`config.mk`:
```
export PLATFORM = sky130hd
export DESIGN_NAME = pft_table_access
export DESIGN_NICKNAME = d
export VERILOG_FILES = /design/src/pkg/pft_pkg.sv /design/src/core/pft_hold_mem.sv /design/src/core/pft_table_access.sv
export VERILOG_INCLUDE_DIRS = /design/src /design/src/pkg
export SDC_FILE = /design/constraint.sdc
export NUM_CORES = 1
export LEC_CHECK = 0
export ABC_AREA = 1
export BUFFER_PORTS_ARGS = -buffer_cell sky130_fd_sc_hd__buf_2
export CAP_MARGIN = 20
export CELL_PAD_IN_SITES_DETAIL_PLACEMENT = 1
export CELL_PAD_IN_SITES_GLOBAL_PLACEMENT = 1
export CORE_MARGIN = 2
export CORE_UTILIZATION = 42
export CTS_BUF_LIST = sky130_fd_sc_hd__clkbuf_4 sky130_fd_sc_hd__clkbuf_8 sky130_fd_sc_hd__clkbuf_16
export CTS_CLUSTER_SIZE = 10
export DETAILED_ROUTE_END_ITERATION = 8
export GPL_ROUTABILITY_DRIVEN = 0
export MAX_ROUTING_LAYER = met4
export PLACE_DENSITY = 0.74
export SLEW_MARGIN = 10
export SYNTH_ARGS = -nofsm -noshare
export SYNTH_HDL_FRONTEND = slang
export SYNTH_SLANG_ARGS = --single-unit
```
`constraint.sdc`:
```
create_clock -name clk -period 2.8 [get_ports clk]
set_clock_uncertainty 0.2 [all_clocks]
set_input_delay 0.28 -clock clk [delete_from_list [all_inputs] [get_ports clk]]
set_output_delay 0.28 -clock clk [all_outputs]
set_load 0.05 [all_outputs]
```
`src/pkg/pft_defines.svh`:
```
// Constants of the table access unit: register selects, control bit
// positions, unlock keys and reset values.
// Assumes inclusion by bare name from the design files.
`ifndef PFT_DEFINES_SVH
`define PFT_DEFINES_SVH

`define PFT_SEL_CONTROL     3'h0
`define PFT_SEL_UNLOCK      3'h1
`define PFT_SEL_LATCH       3'h2
`define PFT_SEL_PTR_UPPER   3'h3
`define PFT_SEL_PTR_HIGH    3'h4
`define PFT_SEL_PTR_LOW     3'h5

`define PFT_BIT_PROG_SPACE  7
`define PFT_BIT_CFG_SPACE   6
`define PFT_BIT_UNUSED      5
`define PFT_BIT_ROW_ERASE   4
`define PFT_BIT_ABORT       3
`define PFT_BIT_PERMIT      2
`define PFT_BIT_WR_GO       1
`define PFT_BIT_RD_GO       0

`define PFT_UNLOCK_KEY1     8'h55
`define PFT_UNLOCK_KEY2     8'hAA
`define PFT_HOLD_ERASED     8'hFF
`define PFT_PTR_RESET       22'h000000
`define PFT_BYTE_RESET      8'h00

`endif

```
`src/pkg/pft_pkg.sv`:
```
// Types shared by the table access unit, the far side model, the checker and the bench.
// Assumes pft_defines.svh is on the include path.
package pft_pkg;

  typedef enum logic [1:0] {
    PFT_UL_IDLE,
    PFT_UL_GOT_KEY1,
    PFT_UL_ARMED
  } pft_unlock_e;

  typedef enum logic [1:0] {
    PFT_OP_IDLE,
    PFT_OP_RD_WAIT
  } pft_op_e;

  typedef enum logic [1:0] {
    PFT_PTR_KEEP,
    PFT_PTR_POST_INC,
    PFT_PTR_POST_DEC,
    PFT_PTR_PRE_INC
  } pft_ptr_mode_e;

  typedef struct packed {
    logic       wr;
    logic       rd;
    logic [2:0] sel;
    logic [7:0] wdata;
  } pft_reg_req_s;

  typedef struct packed {
    logic          valid;
    logic          write;
    pft_ptr_mode_e mode;
  } pft_tbl_req_s;

  typedef struct packed {
    logic        start;
    logic        erase;
    logic        prog_space;
    logic        cfg_space;
    logic [15:0] block;
  } pft_prog_cmd_s;

endpackage

```
`src/core/pft_hold_mem.sv`:
```
// Sixty-four byte holding memory for block programming.
// Assumes one clock; a clear in the same cycle as a write wins over the write.
`timescale 1ns/100ps
`include "pft_defines.svh"
module pft_hold_mem #(
  parameter int DEPTH = 64,
  parameter int AW    = 6
) (
  input  wire logic          clk,
  input  wire logic          rst_n,
  input  wire logic          wr_en,
  input  wire logic [AW-1:0] wr_idx,
  input  wire logic [7:0]    wr_data,
  input  wire logic          clr_all,
  input  wire logic [AW-1:0] rd_idx,
  output logic      [7:0]    rd_data_r
);
  typedef struct packed {
    logic [DEPTH-1:0][7:0] mem;
    logic [7:0]            rdata;
  } pft_hold_state_s;

  pft_hold_state_s state_r;
  pft_hold_state_s state_nxt;

  always_comb begin
    state_nxt = state_r;
    state_nxt.rdata = state_r.mem[rd_idx];
    // erased pattern after a block operation.
    if (clr_all) begin
      state_nxt.mem = {DEPTH{`PFT_HOLD_ERASED}};
    end else if (wr_en) begin
      state_nxt.mem[wr_idx] = wr_data;
    end
  end

  always_ff @(posedge clk or negedge rst_n) begin
    if (!rst_n) begin
      state_r <= {{DEPTH{`PFT_HOLD_ERASED}}, `PFT_BYTE_RESET};
    end else begin
      state_r <= state_nxt;
    end
  end

  assign rd_data_r = state_r.rdata;
endmodule

```
`src/core/pft_table_access.sv`:
```
// Table access unit: latch, pointer, control and unlock port, table
// read and write engine and launch of self-timed block operations.
// Assumes the core, the flash array and the programming timer all run
// on clk; the timer reports completion with a one-cycle prog_done.
`timescale 1ns/100ps
`include "pft_defines.svh"
module pft_table_access (
  input  wire logic                   clk,
  input  wire logic                   rst_n,
  input  wire pft_pkg::pft_reg_req_s  reg_req,
  output logic [7:0]                  reg_rdata_r,
  input  wire pft_pkg::pft_tbl_req_s  tbl_req,
  output logic                        tbl_done_r,
  output logic                        flash_rd_req_r,
  output logic [21:0]                 flash_rd_addr_r,
  input  wire logic                   flash_rd_ack,
  input  wire logic [7:0]             flash_rd_data,
  output pft_pkg::pft_prog_cmd_s      prog_cmd_r,
  input  wire logic                   prog_done,
  input  wire logic                   prog_aborted,
  input  wire logic [5:0]             hold_rd_idx,
  output logic [7:0]                  hold_rd_data_r,
  output logic                        fetch_stall_r,
  output logic                        ee_rd_req_r,
  output logic                        nvm_done_irq_flag_r,
  input  wire logic                   irq_flag_clr
);
  typedef struct packed {
    logic [7:0]             latch;
    logic [21:0]            ptr;
    logic                   prog_space;
    logic                   cfg_space;
    logic                   row_erase;
    logic                   abort;
    logic                   permit;
    logic                   wr_go;
    logic                   rd_go;
    pft_pkg::pft_unlock_e   ul;
    pft_pkg::pft_op_e       op;
    pft_pkg::pft_ptr_mode_e mode;
    logic                   first;
    logic                   busy_erase;
    logic [7:0]             rdata;
    logic                   done;
    logic                   rd_req;
    logic [21:0]            rd_addr;
    pft_pkg::pft_prog_cmd_s cmd;
    logic                   stall;
    logic                   ee_rd;
    logic                   irq;
    logic                   clr_hold;
  } pft_state_s;

  pft_state_s state_r;
  pft_state_s state_nxt;
  logic       hold_we;

  // Steps only the low 21 bits; bit 21 selects the special space and
  // must never be reached by a carry or borrow.
  function automatic logic [21:0] ptr_step(input logic [21:0] p,
                                           input logic        up);
    logic [20:0] low;
    low = up ? p[20:0] + 21'h000001 : p[20:0] - 21'h000001;
    return {p[21], low};
  endfunction

  function automatic logic [7:0] ctrl_byte(input pft_state_s s);
    logic [7:0] b;
    b = `PFT_BYTE_RESET;
    b[`PFT_BIT_PROG_SPACE] = s.prog_space;
    b[`PFT_BIT_CFG_SPACE]  = s.cfg_space;
    b[`PFT_BIT_UNUSED]     = 1'b0;
    b[`PFT_BIT_ROW_ERASE]  = s.row_erase;
    b[`PFT_BIT_ABORT]      = s.abort;
    b[`PFT_BIT_PERMIT]     = s.permit;
    b[`PFT_BIT_WR_GO]      = s.wr_go;
    b[`PFT_BIT_RD_GO]      = s.rd_go;
    return b;
  endfunction

  always_comb begin
    logic [7:0]  w;
    logic [21:0] p;
    logic        start_req;
    logic        tbl_go;
    w         = reg_req.wdata;
    p         = state_r.ptr;
    start_req = 1'b0;
    tbl_go    = 1'b0;
    hold_we   = 1'b0;
    state_nxt = state_r;
    state_nxt.done      = 1'b0;
    state_nxt.rd_req    = 1'b0;
    state_nxt.cmd.start = 1'b0;
    state_nxt.ee_rd     = 1'b0;
    state_nxt.clr_hold  = 1'b0;
    state_nxt.first     = 1'b0;

    // a block operation cut off by reset shows at the release.
    if (state_r.first && prog_aborted) begin
      state_nxt.abort = 1'b1;
    end

    // read strobe lasts a single cycle.
    if (state_r.rd_go) begin
      state_nxt.rd_go = 1'b0;
    end

    if (reg_req.wr) begin
      // any other write breaks the unlock sequence.
      state_nxt.ul = pft_pkg::PFT_UL_IDLE;
      case (reg_req.sel)
        `PFT_SEL_CONTROL: begin
          // selects are frozen while an operation runs.
          if (!state_r.wr_go) begin
            state_nxt.prog_space = w[`PFT_BIT_PROG_SPACE];
            state_nxt.cfg_space  = w[`PFT_BIT_CFG_SPACE];
            state_nxt.row_erase  = w[`PFT_BIT_ROW_ERASE];
            state_nxt.abort      = w[`PFT_BIT_ABORT] | state_nxt.abort;
          end
          state_nxt.permit = w[`PFT_BIT_PERMIT];
          // writing zero to the start bit does nothing.
          if (w[`PFT_BIT_WR_GO] && !state_r.wr_go) begin
            start_req = 1'b1;
          end
          // read refused when either select is set.
          if (w[`PFT_BIT_RD_GO] && !w[`PFT_BIT_PROG_SPACE] &&
              !w[`PFT_BIT_CFG_SPACE] && !state_r.wr_go) begin
            state_nxt.rd_go = 1'b1;
            state_nxt.ee_rd = 1'b1;
          end
        end
        `PFT_SEL_UNLOCK: begin
          // keys must come in order with nothing between.
          if (w == `PFT_UNLOCK_KEY1) begin
            state_nxt.ul = pft_pkg::PFT_UL_GOT_KEY1;
          end else if (w == `PFT_UNLOCK_KEY2 &&
                       state_r.ul == pft_pkg::PFT_UL_GOT_KEY1) begin
            state_nxt.ul = pft_pkg::PFT_UL_ARMED;
          end
        end
        `PFT_SEL_LATCH: begin
          state_nxt.latch = w;
        end
        `PFT_SEL_PTR_UPPER: begin
          state_nxt.ptr[21:16] = w[5:0];
        end
        `PFT_SEL_PTR_HIGH: begin
          state_nxt.ptr[15:8] = w;
        end
        `PFT_SEL_PTR_LOW: begin
          state_nxt.ptr[7:0] = w;
        end
        default: begin
          state_nxt.ul = pft_pkg::PFT_UL_IDLE;
        end
      endcase
    end

    if (start_req) begin
      // need permit and an armed unlock in the previous write.
      if (state_r.permit && state_r.ul == pft_pkg::PFT_UL_ARMED) begin
        state_nxt.wr_go          = 1'b1;
        // flag raised for the life of the operation.
        state_nxt.abort          = 1'b1;
        state_nxt.cmd.start      = 1'b1;
        // only the row erase exists; no whole-array command.
        state_nxt.cmd.erase      = state_nxt.row_erase;
        state_nxt.busy_erase     = state_nxt.row_erase;
        state_nxt.cmd.prog_space = state_nxt.prog_space;
        state_nxt.cmd.cfg_space  = state_nxt.cfg_space;
        // block number from pointer bits 21 to 6.
        state_nxt.cmd.block      = state_r.ptr[21:6];
        // flash space operations stop instruction fetch.
        state_nxt.stall = state_nxt.prog_space | state_nxt.cfg_space;
      end else begin
        // an improper attempt leaves the flag set.
        state_nxt.abort = 1'b1;
      end
    end

    if (prog_done && state_r.wr_go) begin
      state_nxt.wr_go    = 1'b0;
      state_nxt.abort    = 1'b0;
      // fetch resumes when the timer finishes.
      state_nxt.stall    = 1'b0;
      // holding bytes erased after every operation.
      state_nxt.clr_hold = 1'b1;
      // erase request consumed by the erase.
      if (state_r.busy_erase) begin
        state_nxt.row_erase = 1'b0;
      end
      state_nxt.busy_erase = 1'b0;
    end

    // set wins over a clear in the same cycle.
    if (prog_done && state_r.wr_go) begin
      state_nxt.irq = 1'b1;
    end else if (irq_flag_clr) begin
      state_nxt.irq = 1'b0;
    end

    // Table operations wait while a block operation owns the array.
    tbl_go = tbl_req.valid && !state_r.wr_go &&
             state_r.op == pft_pkg::PFT_OP_IDLE;
    if (tbl_go) begin
      if (tbl_req.mode == pft_pkg::PFT_PTR_PRE_INC) begin
        p = ptr_step(state_r.ptr, 1'b1);
      end
      state_nxt.ptr  = p;
      state_nxt.mode = tbl_req.mode;
      if (tbl_req.write) begin
        // only the holding byte changes, never the array.
        hold_we = 1'b1;
        if (tbl_req.mode == pft_pkg::PFT_PTR_POST_INC) begin
          state_nxt.ptr = ptr_step(p, 1'b1);
        end else if (tbl_req.mode == pft_pkg::PFT_PTR_POST_DEC) begin
          state_nxt.ptr = ptr_step(p, 1'b0);
        end
        state_nxt.done = 1'b1;
      end else begin
        // all 22 bits address the byte read.
        state_nxt.rd_req  = 1'b1;
        state_nxt.rd_addr = p;
        state_nxt.op      = pft_pkg::PFT_OP_RD_WAIT;
      end
    end

    case (state_r.op)
      pft_pkg::PFT_OP_IDLE: begin
        state_nxt.rd_req = state_nxt.rd_req;
      end
      pft_pkg::PFT_OP_RD_WAIT: begin
        if (flash_rd_ack) begin
          // the byte lands in the table latch.
          state_nxt.latch = flash_rd_data;
          if (state_r.mode == pft_pkg::PFT_PTR_POST_INC) begin
            state_nxt.ptr = ptr_step(state_r.ptr, 1'b1);
          end else if (state_r.mode == pft_pkg::PFT_PTR_POST_DEC) begin
            state_nxt.ptr = ptr_step(state_r.ptr, 1'b0);
          end
          state_nxt.done = 1'b1;
          state_nxt.op   = pft_pkg::PFT_OP_IDLE;
        end
      end
      default: begin
        state_nxt.op = pft_pkg::PFT_OP_IDLE;
      end
    endcase

    state_nxt.rdata = `PFT_BYTE_RESET;
    if (reg_req.rd) begin
      case (reg_req.sel)
        `PFT_SEL_CONTROL: begin
          state_nxt.rdata = ctrl_byte(state_r);
        end
        `PFT_SEL_UNLOCK: begin
          // the unlock port has no storage.
          state_nxt.rdata = `PFT_BYTE_RESET;
        end
        `PFT_SEL_LATCH: begin
          state_nxt.rdata = state_r.latch;
        end
        `PFT_SEL_PTR_UPPER: begin
          state_nxt.rdata = {2'h0, state_r.ptr[21:16]};
        end
        `PFT_SEL_PTR_HIGH: begin
          state_nxt.rdata = state_r.ptr[15:8];
        end
        `PFT_SEL_PTR_LOW: begin
          state_nxt.rdata = state_r.ptr[7:0];
        end
        default: begin
          state_nxt.rdata = `PFT_BYTE_RESET;
        end
      endcase
    end
  end

  always_ff @(posedge clk or negedge rst_n) begin
    if (!rst_n) begin
      state_r            <= '0;
      state_r.ptr        <= `PFT_PTR_RESET;
      state_r.ul         <= pft_pkg::PFT_UL_IDLE;
      state_r.op         <= pft_pkg::PFT_OP_IDLE;
      state_r.mode       <= pft_pkg::PFT_PTR_KEEP;
      // permit is clear out of reset.
      state_r.permit     <= 1'b0;
      state_r.first      <= 1'b1;
    end else begin
      state_r <= state_nxt;
    end
  end

  // the write index is the pointer seen by the access itself.
  // Everything it reads is an argument, so the connection follows it.
  function automatic logic [5:0] hold_idx_w(
    input logic [21:0]            ptr,
    input pft_pkg::pft_ptr_mode_e m);
    logic [21:0] q;
    q = ptr;
    if (m == pft_pkg::PFT_PTR_PRE_INC) begin
      q = ptr_step(ptr, 1'b1);
    end
    return q[5:0];
  endfunction

  // byte-wide holding store at any index, odd or even.
  // any value is accepted; the core decodes illegal words as no-ops.
  pft_hold_mem #(
    .DEPTH (64),
    .AW    (6)
  ) u_hold (
    .clk       (clk),
    .rst_n     (rst_n),
    .wr_en     (hold_we),
    .wr_idx    (hold_idx_w(state_r.ptr, tbl_req.mode)),
    .wr_data   (state_r.latch),
    .clr_all   (state_r.clr_hold),
    .rd_idx    (hold_rd_idx),
    .rd_data_r (hold_rd_data_r)
  );

  assign reg_rdata_r         = state_r.rdata;
  assign tbl_done_r          = state_r.done;
  assign flash_rd_req_r      = state_r.rd_req;
  assign flash_rd_addr_r     = state_r.rd_addr;
  assign prog_cmd_r          = state_r.cmd;
  assign fetch_stall_r       = state_r.stall;
  assign ee_rd_req_r         = state_r.ee_rd;
  assign nvm_done_irq_flag_r = state_r.irq;
endmodule

```
### Word-level counts from Yosys, hierarchy flattened

Cells that the tools add are included.

| cells by class | value |
|---|---|
| add/subtract/negate cells | 4 |
| $lt $le $gt $ge | 3 |
| equal/unequal tests | 17 |
| multiplexer cells | 62 |
| bitwise logic cells | 3 |
| reduce and logical (&&, ||, !) cells | 25 |

Operators with widths:

| operator | count |
|---|---|
| $mux W512 | 2 |
| $bwmux W512 | 1 |
| $mux W21 | 6 |
| $mux W22 | 4 |
| $mux W30 | 2 |
| $bmux W8 S6 | 1 |
| $demux W8 S6 | 1 |
| $mux W8 | 6 |
| $add A21 B1 Y21 const B | 2 |
| $sub A21 B1 Y21 const B | 2 |
| $pmux W8 S5 | 1 |
| $mux W35 | 1 |
| $mux W24 | 1 |
| $mux W1 | 23 |
| $mux W23 | 1 |
| $lt A6 B7 Y1 const B | 2 |
| $mux W2 | 6 |
| $logic_and A1 B1 Y1 | 11 |
| $reduce_and A2 Y1 | 5 |
| $eq A2 B1 Y1 const B | 4 |
| $eq A2 B2 Y1 const B | 4 |
| $eq A8 B7 Y1 const B | 1 |
| $eq A8 B8 Y1 const B | 1 |
| $mux W4 | 2 |
| 15 further kinds | 24 |

| storage, ports and cells | value |
|---|---|
| bits in registers | 621 |
| bits of input ports | 37 |
| output and inout bits | 63 |
| logic and storage cells | 207 |

### Longest topological paths before layout

Gate-level depths: netlist of run 1.

| depth | value |
|---|---|
| depth in word-level cells | 13 |
| gate-level depth with buffers | 20 |
| gate-level depth less buffers | 19 |

### Hierarchy

From an unflattened synthesis of run 1, not the netlist that was laid out.

| unflattened totals | value |
|---|---|
| cell total of the unflattened synthesis | 4524 |
| area total of the unflattened synthesis | 34109.0 µm² |

By module, submodules not included:

| module | times used | cells each | area an instance (µm²) | sequential area each (µm²) |
|---|---|---|---|---|
| pft_hold_mem | 1 | 3376 | 26621.8 | 13653.1 |
| pft_table_access | 1 | 1148 | 7487.2 | 2503.7 |

### Worst setup path after synthesis of run 1

No wires, ideal clock.

| timing | value |
|---|---|
| path type | register to register |
| from | reg state_r[71] (netlist bit) |
| to | reg u_hold.state_r[261] (netlist bit) |
| library setup time | 0.073 ns |
| data arrival time | 2.330 ns |
| data required time | 2.527 ns |
| slack | 0.197 ns |
| stages on the path, launching flop included | 14 |
| buffers on the path | 1 |
| cells stage by stage | dfrtp_1 > inv_2 > ha_1 > inv_1 > o21ai_1 > nand3_1 > nor2_1 > inv_1 > nor2_2 > inv_1 > o21ai_2 > buf_4 > nor2_1 > a21oi_1 |

| between the ends | value |
|---|---|
| longest elaborated chain between the ends | 9 |
| elaborated cells on any way between the ends | 10 |
| classes of those cells | add/sub (1); order compare (2); mux (6); reduce/logical (1) |

RTL lines:

| what | RTL line | RTL |
|---|---|---|
| start: declaration | pft_table_access.sv:54 | `pft_state_s state_r;` |
| start signal: assignment | pft_table_access.sv:291 | `state_r <= state_nxt;` |
| $add A21 B1 Y21 (*) | pft_table_access.sv:63 | `low = up ? p[20:0] + 21'h000001 : p[20:0] - 21'h000001;` |
| $mux W21 (*) | - |  |
| net u_hold.wr_idx[1] | pft_hold_mem.sv:12 | `input wire logic [AW-1:0] wr_idx,` |
| $lt A6 B7 Y1 (implied by the code) / $ge A6 B1 Y1 (equally long branches) | pft_hold_mem.sv:33 | `state_nxt.mem[wr_idx] = wr_data;` |
| $logic_and A1 B1 Y1 (implied by the code) | pft_hold_mem.sv:33 |  |
| $mux W8 (implied by the code) | pft_hold_mem.sv:33 |  |
| $demux W8 S6 (*) | - |  |
| $bwmux W512 (*) | pft_hold_mem.sv:33 |  |
| $mux W512 (*) | pft_hold_mem.sv:32 | `end else if (wr_en) begin` |
| $mux W512 (*) | pft_hold_mem.sv:30 | `if (clr_all) begin` |
| end signal: assignment | pft_hold_mem.sv:39 | `` state_r <= {{DEPTH{`PFT_HOLD_ERASED}}, `PFT_BYTE_RESET}; `` |
| end signal: assignment | pft_hold_mem.sv:41 | `state_r <= state_nxt;` |
| end: declaration | pft_hold_mem.sv:23 | `pft_hold_state_s state_r;` |

The timed path passes the listed nets; every way through them passes the cells marked *. The select of a mux whose other input is x is not followed.
A chain may end at the register's enable or synchronous reset.

==> results of run 1 <==
[cell families after synthesis]
logic type / after synthesis
other: 1
buffers and inverters: 865
flip-flops: 620
XOR/XNOR: 4
multiplexers: 10
adder cells (fa/ha/maj): 4
AND/OR/NAND/NOR: 1579
AO/OA/AOI/OAI: 1228
[worst max-delay path, stage by stage (launching register included)]
cell	delay [ps]
sky130_fd_sc_hd__dfrtp_2	430
sky130_fd_sc_hd__inv_2	90
sky130_fd_sc_hd__ha_4	270
sky130_fd_sc_hd__inv_2	50
sky130_fd_sc_hd__o21ai_4	200
sky130_fd_sc_hd__buf_6	150
sky130_fd_sc_hd__nand3_4	70
sky130_fd_sc_hd__nor2_4	140
sky130_fd_sc_hd__nand2_2	80
sky130_fd_sc_hd__buf_4	140
sky130_fd_sc_hd__o21ai_0	180
sky130_fd_sc_hd__a21oi_1	90
sky130_fd_sc_hd__o21ai_1	200
sky130_fd_sc_hd__a31oi_1	140
sky130_fd_sc_hd__or2_1	230
[report_power, final]
group / switching (mW) / total (mW) / internal, mW
sequential: 1.50 / 14.5 / 13.0
clock: 3.94 / 9.65 / 5.71
combinational: 6.13 / 9.32 / 3.19
total: 11.6 / 33.5 / 21.9
[per-layer routing]
metal / wire length [µm] / vias to the layer above / track usage [%]
li1: - / 14300 / -
met1: 53500 / 15700 / 39.7
met2: 57200 / 828 / 48.8
met3: 6000 / 240 / 3.74
met4: 4300 / 0 / 10.7
met5: 0 / - / -
[stage by stage]
step | worst slack [ps] | setup TNS, ps | power [mW]
floorplan | 197 | 0 | 19.5
global placement | -128 | -702 | 22.7
detailed placement | -152 | -1060 | 23.1
CTS | -1.94 | -2.78 | 33.1
global route | -80.9 | -2340 | 35.3
finish | 10.6 | 0 | 33.5
[flip-flops by register name (all words and copies together) (netlist names)]
name	cells
ee_rd_req_r	1
fetch_stall_r	1
flash_rd_addr_r	22
flash_rd_req_r	1
nvm_done_irq_flag_r	1
prog_cmd_r	20
reg_rdata_r	8
state_r	45
tbl_done_r	1
u_hold.rd_data_r	8
u_hold.state_r	512
[final timing paths]
kind	to	depth (start not counted)	startpoint
setup / recovery	state_r[76]$_DFF_PN0_	14	state_r[71]$_DFF_PN0_
hold / removal	state_r[74]$_DFF_PN0_	4	reg_req[3]
setup reg to reg	state_r[76]$_DFF_PN0_	14	state_r[71]$_DFF_PN0_
hold reg to reg	state_r[68]$_DFF_PN0_	1	state_r[56]$_DFFE_PN0P_
max in group asynchronous	state_r[82]$_DFF_PN0_	4	rst_n
min in group asynchronous	flash_rd_addr_r[5]$_DFFE_PN0P_	3	rst_n
[cells in the final DEF (no fill, tap or decap), types with 6 or more instances in the layout]
cell type                       synthesis  layout
sky130_fd_sc_hd__nand2_1              960     913
sky130_fd_sc_hd__o21ai_0              799     771
sky130_fd_sc_hd__dfstp_2              513     513
sky130_fd_sc_hd__inv_1                505     491
sky130_fd_sc_hd__nor2_1               474     434
sky130_fd_sc_hd__buf_4                 75     226
sky130_fd_sc_hd__a21oi_1              136     133
sky130_fd_sc_hd__o22ai_1              118     118
sky130_fd_sc_hd__dfrtp_1              107     102
sky130_fd_sc_hd__buf_2                 46      96
sky130_fd_sc_hd__o21ai_1               76      95
sky130_fd_sc_hd__buf_12                 0      84
sky130_fd_sc_hd__clkbuf_16              0      82
sky130_fd_sc_hd__nand3_1               80      65
sky130_fd_sc_hd__nand2_2                9      45
sky130_fd_sc_hd__dlygate4sd3_1          0      43
sky130_fd_sc_hd__inv_2                 28      36
sky130_fd_sc_hd__nor2_2                12      31
sky130_fd_sc_hd__clkbuf_4               0      25
sky130_fd_sc_hd__nor2_4                 3      24
sky130_fd_sc_hd__nand4_1               21      21
sky130_fd_sc_hd__o221ai_1              17      17
sky130_fd_sc_hd__nand2_4                2      14
sky130_fd_sc_hd__o211ai_1              11      11
sky130_fd_sc_hd__nand3_2                1      11
sky130_fd_sc_hd__o32ai_1               10      10
sky130_fd_sc_hd__nor3_1                10      10
sky130_fd_sc_hd__a211oi_1              10      10
sky130_fd_sc_hd__mux2i_1               10      10
sky130_fd_sc_hd__o221a_2                9       9
sky130_fd_sc_hd__o21ai_2                2       9
sky130_fd_sc_hd__o31ai_1                9       8
sky130_fd_sc_hd__clkinvlp_4             0       8
sky130_fd_sc_hd__clkbuf_8               0       7
sky130_fd_sc_hd__buf_6                  0       7
sky130_fd_sc_hd__a31oi_1                6       6
[cell usage after synthesis (11+ instances only)]
| cell type | number | share of area, % |
|---|---|---|
| sky130_fd_sc_hd__o22ai_1 | 118 | 2.3 |
| sky130_fd_sc_hd__o221ai_1 | 17 | 0.45 |
| sky130_fd_sc_hd__nand2_1 | 960 | 11 |
| sky130_fd_sc_hd__inv_1 | 505 | 5.8 |
| sky130_fd_sc_hd__inv_2 | 28 | 0.32 |
| sky130_fd_sc_hd__dfrtp_1 | 107 | 8.2 |
| sky130_fd_sc_hd__nor2_1 | 474 | 5.4 |
| sky130_fd_sc_hd__nand3_1 | 80 | 1.2 |
| sky130_fd_sc_hd__clkbuf_1 | 196 | 2.2 |
| sky130_fd_sc_hd__o21ai_0 | 799 | 12 |
| sky130_fd_sc_hd__dfstp_2 | 513 | 41 |
| sky130_fd_sc_hd__nor2_2 | 12 | 0.23 |
| sky130_fd_sc_hd__a21oi_1 | 136 | 2.1 |
| sky130_fd_sc_hd__o211ai_1 | 11 | 0.25 |
| sky130_fd_sc_hd__o21ai_1 | 76 | 1.2 |
| sky130_fd_sc_hd__nand4_1 | 21 | 0.40 |
| sky130_fd_sc_hd__buf_4 | 75 | 1.7 |
| sky130_fd_sc_hd__buf_2 | 46 | 0.70 |
[area by class of cell]
class	instances	area (µm²)
tap	1040	1300
antenna	1	2.50
timing repair inverter	4	30.0
fill	9428	37300
sequential	620	16200
inverter	538	2040
timing repair buffer	459	4410
clock buffer	113	2320
clock inverter	7	67.6
multi-input combinational	2828	13700
[timing repair]
action,CTS,global route
gates resized for setup,15,188
hold buffers,44,0
setup buffers,2,19
endpoints found under the hold margin,183,0
endpoints found under the setup margin,34,400
pin swaps,5,50
gates cloned,0,5
==> results by group, run 1 <==
Outcome
  – Result of the run: completed

Logic synthesis
  – Area share of fa/ha/maj cells after synthesis: 0.153%
  – Post-synthesis cell type count: 56
  – Primary FF master, synth: sky130_fd_sc_hd__dfstp_2
  – Multiplexer share of the synthesized area: 0.305%
  – Count of yosys warnings during synthesis: 0
  – Largest family of logic cells by synthesized area: compound AO/OA/AOI/OAI gates
  – Simple-gate share of the synthesized area: 19.0%
  – Mapped Avg Cell Area: 7.61 µm²
  – Post-synthesis cell area: 0.0328 mm²
  – Post-synthesis instance total: 4311
  – Synth Area in Compound Gates: 20.2%
  – FF+latch count, synth: 620
  – Share of synthesized registers carrying an async set or reset: 100%
  – Sequential-to-total area share from yosys stat: 49.2%
  – Number of flops mapped to enable cells by yosys: 0
  – Xor/xnor cell area share of the yosys netlist: 0.130%

Drt
  – Ratio of routed vias to standard cells: 5.54
  – DRC violations left: 0
  – DR iter-0 viols: 2299
  – Via count: 31100
  – Routed wire length: 121000 µm
  – Iteration count of the initial detailed-routing pass: 8
  – DR WL/cell: 21.6 µm
  – Post-detailed-route count of antenna-violating nets: 0

Placed design
  – HPWL after detailed placement: 81200 µm
  – Count of port buffers added during placement: 99
  – Placed cell count: 5419
  – Post-Place Cell Area: 0.0364 mm²

Final layout
  – Synthesis-to-layout area growth: 22.0%
  – Final instance area: 0.0400 mm²
  – Final core utilization: 51.7%
  – Final #Nets: 4568
  – Finished Layout Cells: 5610
  – Fraction of layout cells with a size suffix above 1: 27.7%

Global route
  – Wire length of the first global-routing pass: 188000 µm
  – Antenna violations before repair: 2
  – Largest net degree at the start of global routing: 98
  – Sum of overflow across all layers after global routing: 0
  – Via count of the first global-routing pass: 32300
  – Tot GR Track Use: 30.4%

Run
  – Max-cap violation count: 0

STA
  – Setup repair after global routing missed its margin: yes
  – Final period utilization: 99.6%
  – Final worst hold slack: 51.1 ps
  – Fmax achieved: 358 MHz
  – Measured slew at the worst slew-check pin: 1010 ps
  – Hold Violations, Final: 0
  – Worst slew margin relative to its limit: 32.9%
  – Final Critical Period: 2790 ps
  – Max Transition Viols Final: 0
  – Number of setup violations in the final report: 0

Setup path
  – Endpoint type of the worst setup path: flop
  – Critical path required time: 3110 ps
  – Launching element type of the critical path: flop
  – Worst endpoint data arrival time: 3100 ps
  – Reg-to-reg setup timing slack: 10 ps
  – Crit path kind: flop to flop
  – Critical-path maximum fanout: 4

Clock tree
  – Number of buffers between clock root and the deepest sink: 3
  – TritonCTS clock tree: built
  – Clock-pin transition on the worst setup and hold timing paths: 60 ps
  – Clock buffers created by TritonCTS: 76
  – Root Buffer Master: sky130_fd_sc_hd__clkbuf_16
  – Deepest level of the CTS H-tree: 3
  – Clock latency of the later-clocked register in the worst-skew pair: 630 ps
  – Clock sink total: 620

Power
  – Power per unit of standard cell area: 837 mW/mm²
  – Worst IR Drop VDD: 0.460 mV
  – Static leakage power: 17.3 nW

Floorplanning
  – Overall die height: 283 µm
  – Row Count: 102
  – Floorplan die area: 0.0804 mm²
  – DIE WIDTH: 283 µm
  – Io pins: 100
  – Starting density of the core: 42.4%
  – Area of the core: 0.0773 mm²

Worst hold path
  – Hold/Removal Path Class: input port to flop
Power figures use the tool's default switching activity.
==> run 2, diff against run 1 <==
- CORE_MARGIN: 2 -> unset
- CORE_UTILIZATION: 42 -> 43
- PLACE_DENSITY: 0.74 -> 0.75
- SYNTH_HIERARCHICAL: unset -> 1
==> results by group, run 2 <==
Final layout
  – Final core utilization: 52.0% (+0.26 points)
  – Fraction of layout cells with a size suffix above 1: 24.7% (-3.0 points)
  – Number of flip-flops in the largest register: 512 (unchanged)
  – Synthesis-to-layout area growth: 18.9%
  – Final #Nets: 4731 (+3.6%)
  – Final instance area: 0.0406 mm² (+1.3%)
  – Commonest cells after routing, fill and taps aside: 1427 x sky130_fd_sc_hd__nand2_1, 608 x sky130_fd_sc_hd__inv_1, 513 x sky130_fd_sc_hd__dfstp_2
  – Register with the highest flop count: u_hold/state_r
  – Most common cell after layout, fill and taps aside: sky130_fd_sc_hd__nand2_1

Logic synthesis
  – Synth area leaders: sky130_fd_sc_hd__dfstp_2 40%, sky130_fd_sc_hd__nand2_1 16%, sky130_fd_sc_hd__dfrtp_1 7.9%, sky130_fd_sc_hd__nand3_1 7.7%, sky130_fd_sc_hd__o21ai_0 7.3%
  – Share of synthesized registers carrying an async set or reset: 100% (unchanged)
  – FF+latch count, synth: 620 (unchanged)
  – Primary FF master, synth: sky130_fd_sc_hd__dfstp_2
  – Count of yosys warnings during synthesis: 6 (+6)
  – Sequential-to-total area share from yosys stat: 47.4% (-1.9 points)
  – Dominant cell by count in the synthesized netlist: sky130_fd_sc_hd__nand2_1
  – Library cell with the largest summed area after synthesis: sky130_fd_sc_hd__dfstp_2
  – Synth top cells by count: 1450 x sky130_fd_sc_hd__nand2_1, 613 x sky130_fd_sc_hd__inv_1, 523 x sky130_fd_sc_hd__nand3_1, 513 x sky130_fd_sc_hd__dfstp_2, 495 x sky130_fd_sc_hd__o21ai_0
  – Post-synthesis cell area: 0.0341 mm² (+4.0%)
  – Post-synthesis cell type count: 52 (-7.1%)
  – Mapped Avg Cell Area: 7.54 µm² (-0.92%)
  – Post-synthesis instance total: 4524 (+4.9%)
  – Top cell type's share of synthesized area: 39.5% (-1.6 points)
  – Number of flops mapped to enable cells by yosys: 0 (unchanged)

Clock tree
  – Clock-pin transition on the worst setup and hold timing paths: 60 ps (about the same)
  – Clock latency of the later-clocked register in the worst-skew pair: 620 ps (about the same)
  – Number of buffers between clock root and the deepest sink: 3 (unchanged)
  – Clock buffers created by TritonCTS: 76 (unchanged)
  – Clock sink total: 620 (unchanged)
  – Deepest level of the CTS H-tree: 3 (unchanged)
  – Root Buffer Master: sky130_fd_sc_hd__clkbuf_16
  – TritonCTS clock tree: built

Global route
  – Via count of the first global-routing pass: 32800 (+1.7%)
  – Antenna violations before repair: 2 (unchanged)
  – Tot GR Track Use: 31.3% (+0.86 points)
  – Wire length of the first global-routing pass: 191000 µm (+1.5%)
  – Largest net degree at the start of global routing: 68 (-31%)
  – Sum of overflow across all layers after global routing: 0 (unchanged)

Drt
  – DR iter-0 viols: 2433 (+5.8%)
  – Ratio of routed vias to standard cells: 5.47 (-1.2%)
  – Via count: 31600 (+1.7%)
  – DR WL/cell: 21.3 µm (-1.2%)
  – DRC violations left: 0 (unchanged)
  – Routed wire length: 123000 µm (+1.7%)
  – Iteration count of the initial detailed-routing pass: 5 (-3)
  – Post-detailed-route count of antenna-violating nets: 0 (unchanged)

Power
  – Power per unit of standard cell area: 805 mW/mm² (-3.8%)
  – Total power consumption of the routed design: 32.6 mW (-2.5%)
  – Power share of the combinational group: 27.9% (about the same)
  – Power share of the sequential group: 43.2% (-0.2 points)
  – Part of the total power dissipated in the clock network: 28.9% (about the same)
  – Worst IR Drop VDD: 0.622 mV (+35%)
  – Sw Pwr: 11.4 mW (-1.3%)
  – Static leakage power: 19.7 nW (+14%)
  – Design internal power: 21.2 mW (-3.2%)
  – Sw Share: 35.0% (+0.44 points)

Setup path
  – FF-to-FF Start: state_r[71]$_DFF_PN0_
  – Launching element type of the critical path: input port
  – Critical path required time: 3060 ps (-50 ps)
  – Worst endpoint data arrival time: 3020 ps (-80 ps)
  – Critical path startpoint: reg_req[10]
  – Endpoint type of the worst setup path: flop
  – Crit path kind: input port to flop
  – Critical-path maximum fanout: 36 (+32)

Placed design
  – Post-Place Cell Area: 0.0372 mm² (+2.3%)
  – Count of port buffers added during placement: 99 (unchanged)
  – HPWL after detailed placement: 80300 µm (-1.1%)

STA
  – Max Transition Viols Final: 0 (unchanged)
  – Setup repair after global routing missed its margin: yes
  – Fmax achieved: 362 MHz (+1.1%)
  – Measured slew at the worst slew-check pin: 1060 ps (+53.2 ps)
  – Final period utilization: 98.6% (-1.1 points)
  – Hold Violations, Final: 0 (unchanged)
  – Final Critical Period: 2760 ps (-29.9 ps)
  – Worst slew margin relative to its limit: 29.3% (-3.6 points)
  – Number of setup violations in the final report: 0 (unchanged)

Floorplanning
  – Row Count: 102 (unchanged)
  – DIE WIDTH: 284 µm (about the same)
  – Starting density of the core: 43.7% (+1.3 points)
  – Io pins: 100 (unchanged)
  – Floorplan die area: 0.0805 mm² (+0.12%)
  – Overall die height: 284 µm (about the same)
  – Area of the core: 0.0780 mm² (+0.83%)

Worst hold path
  – Worst Hold Launch: reg_req[3]
  – Hold/Removal Path Class: input port to flop

Run
  – Max-cap violation count: 0 (unchanged)

Outcome
  – Result of the run: completed
run 2: changes by cell type after synthesis, moves of 76 or more:
cell / delta
sky130_fd_sc_hd__o21ai_0: -304
sky130_fd_sc_hd__nand3_1: +443
sky130_fd_sc_hd__inv_1: +108
sky130_fd_sc_hd__mux2i_1: +120
sky130_fd_sc_hd__nor2_1: -338
sky130_fd_sc_hd__clkbuf_1: -76
sky130_fd_sc_hd__nand2_1: +490
sky130_fd_sc_hd__o22ai_1: -104
run 2: through the flow:
stage | TNS, ps | setup WS [ps] | cells | hold slack (ps)
finish | 0 | 40.5 | 5775 | 71.4
global route | -795 | -132 | 5774 | 66.9
CTS | -10.4 | -10.4 | 5761 | 3.70
detailed placement | -523 | -120 | 5598 | 142
global placement | -82.8 | -46.6 | 5598 | 141
floorplan | 0 | 193 | 4525 | -216
run 2: power by group through the flow:
stage	registers [mW]	logic, mW	clock network (mW)
2_1_floorplan	13.6	5.59	0
3_3_place_gp	14.0	8.28	0
3_5_place_dp	14.1	8.59	0
4_1_cts	14.0	8.78	9.60
5_1_grt	14.4	10.0	9.92
6_report	14.1	9.10	9.43
run 2: kinds of logic (layout without fill, tap and decap cells):
| group | Yosys count | in the layout | synth area share (%) |
|---|---|---|---|
| simple gates | 2185 | 2186 | 26.8 |
| compound gates | 631 | 631 | 9.86 |
| fa+ha+maj | 4 | 4 | 0.147 |
| mux | 130 | 130 | 3.81 |
| buf+inv | 950 | 1156 | 11.9 |
| flops | 620 | 620 | 47.4 |
| xor+xnor | 3 | 3 | 0.0770 |
| other cells | 1 | 5 | 0.0110 |
run 2: what timing repair did:
item | CTS | global route
gates cloned | 0 | 2
hold buffers | 43 | 0
gates resized for setup | 18 | 130
hold endpoints to repair | 138 | 0
buffers inserted | 0 | 9
pin swaps | 3 | 26
endpoints found under the setup margin | 17 | 465
run 2: worst max-delay path: stages:
cell and delay, ps:
sky130_fd_sc_hd__dlygate4sd3_1 550, sky130_fd_sc_hd__buf_2 160, sky130_fd_sc_hd__inv_1 50, sky130_fd_sc_hd__nand2_1 70, sky130_fd_sc_hd__dlygate4sd3_1 580, sky130_fd_sc_hd__nor2_1 120, sky130_fd_sc_hd__inv_1 90, sky130_fd_sc_hd__nor2_1 160
sky130_fd_sc_hd__inv_1 100, sky130_fd_sc_hd__nor2_2 160, sky130_fd_sc_hd__inv_1 140, sky130_fd_sc_hd__buf_4 260, sky130_fd_sc_hd__nand2_1 150, sky130_fd_sc_hd__o21ai_0 140
run 2: routing by layer:
layer | routed length (µm) | part of all wire, % | up-vias | global-route usage [%]
li1 | - | - | 14500 | -
met5 | 0 | 0 | - | -
met3 | 6410 | 5.2 | 255 | 4.70
met1 | 53200 | 43 | 16000 | 39.8
met2 | 59000 | 48 | 876 | 50.5
met4 | 4450 | 3.6 | 0 | 11.3
run 2: cell type report:
| class | count | area [µm²] |
|---|---|---|
| fillers | 9543 | 37400 |
| flip-flops and latches | 620 | 16200 |
| multi-input cells | 2956 | 14400 |
| repair buffers | 406 | 3970 |
| inverters | 630 | 2380 |
| clock buffers | 114 | 2250 |
| well taps | 1040 | 1300 |
| clock inverters | 6 | 70.1 |
| diodes | 3 | 7.51 |
run 2: worst paths after layout:
path / end / slack (ps) / depth (start not counted)
worst max-delay path: prog_cmd_r[2]$_DFFE_PN0P_ / 40 / 14
worst min-delay path: state_r[63]$_DFFE_PN0P_ / 70 / 4
worst max register to register: state_r[91]$_DFF_PN0_ / 50 / 18
worst min register to register: state_r[68]$_DFF_PN0_ / 270 / 1
max in group asynchronous: u_hold/state_r[34]$_DFFE_PN1P_ / 1370 / 3
min in group asynchronous: state_r[79]$_DFF_PN0_ / 90 / 2
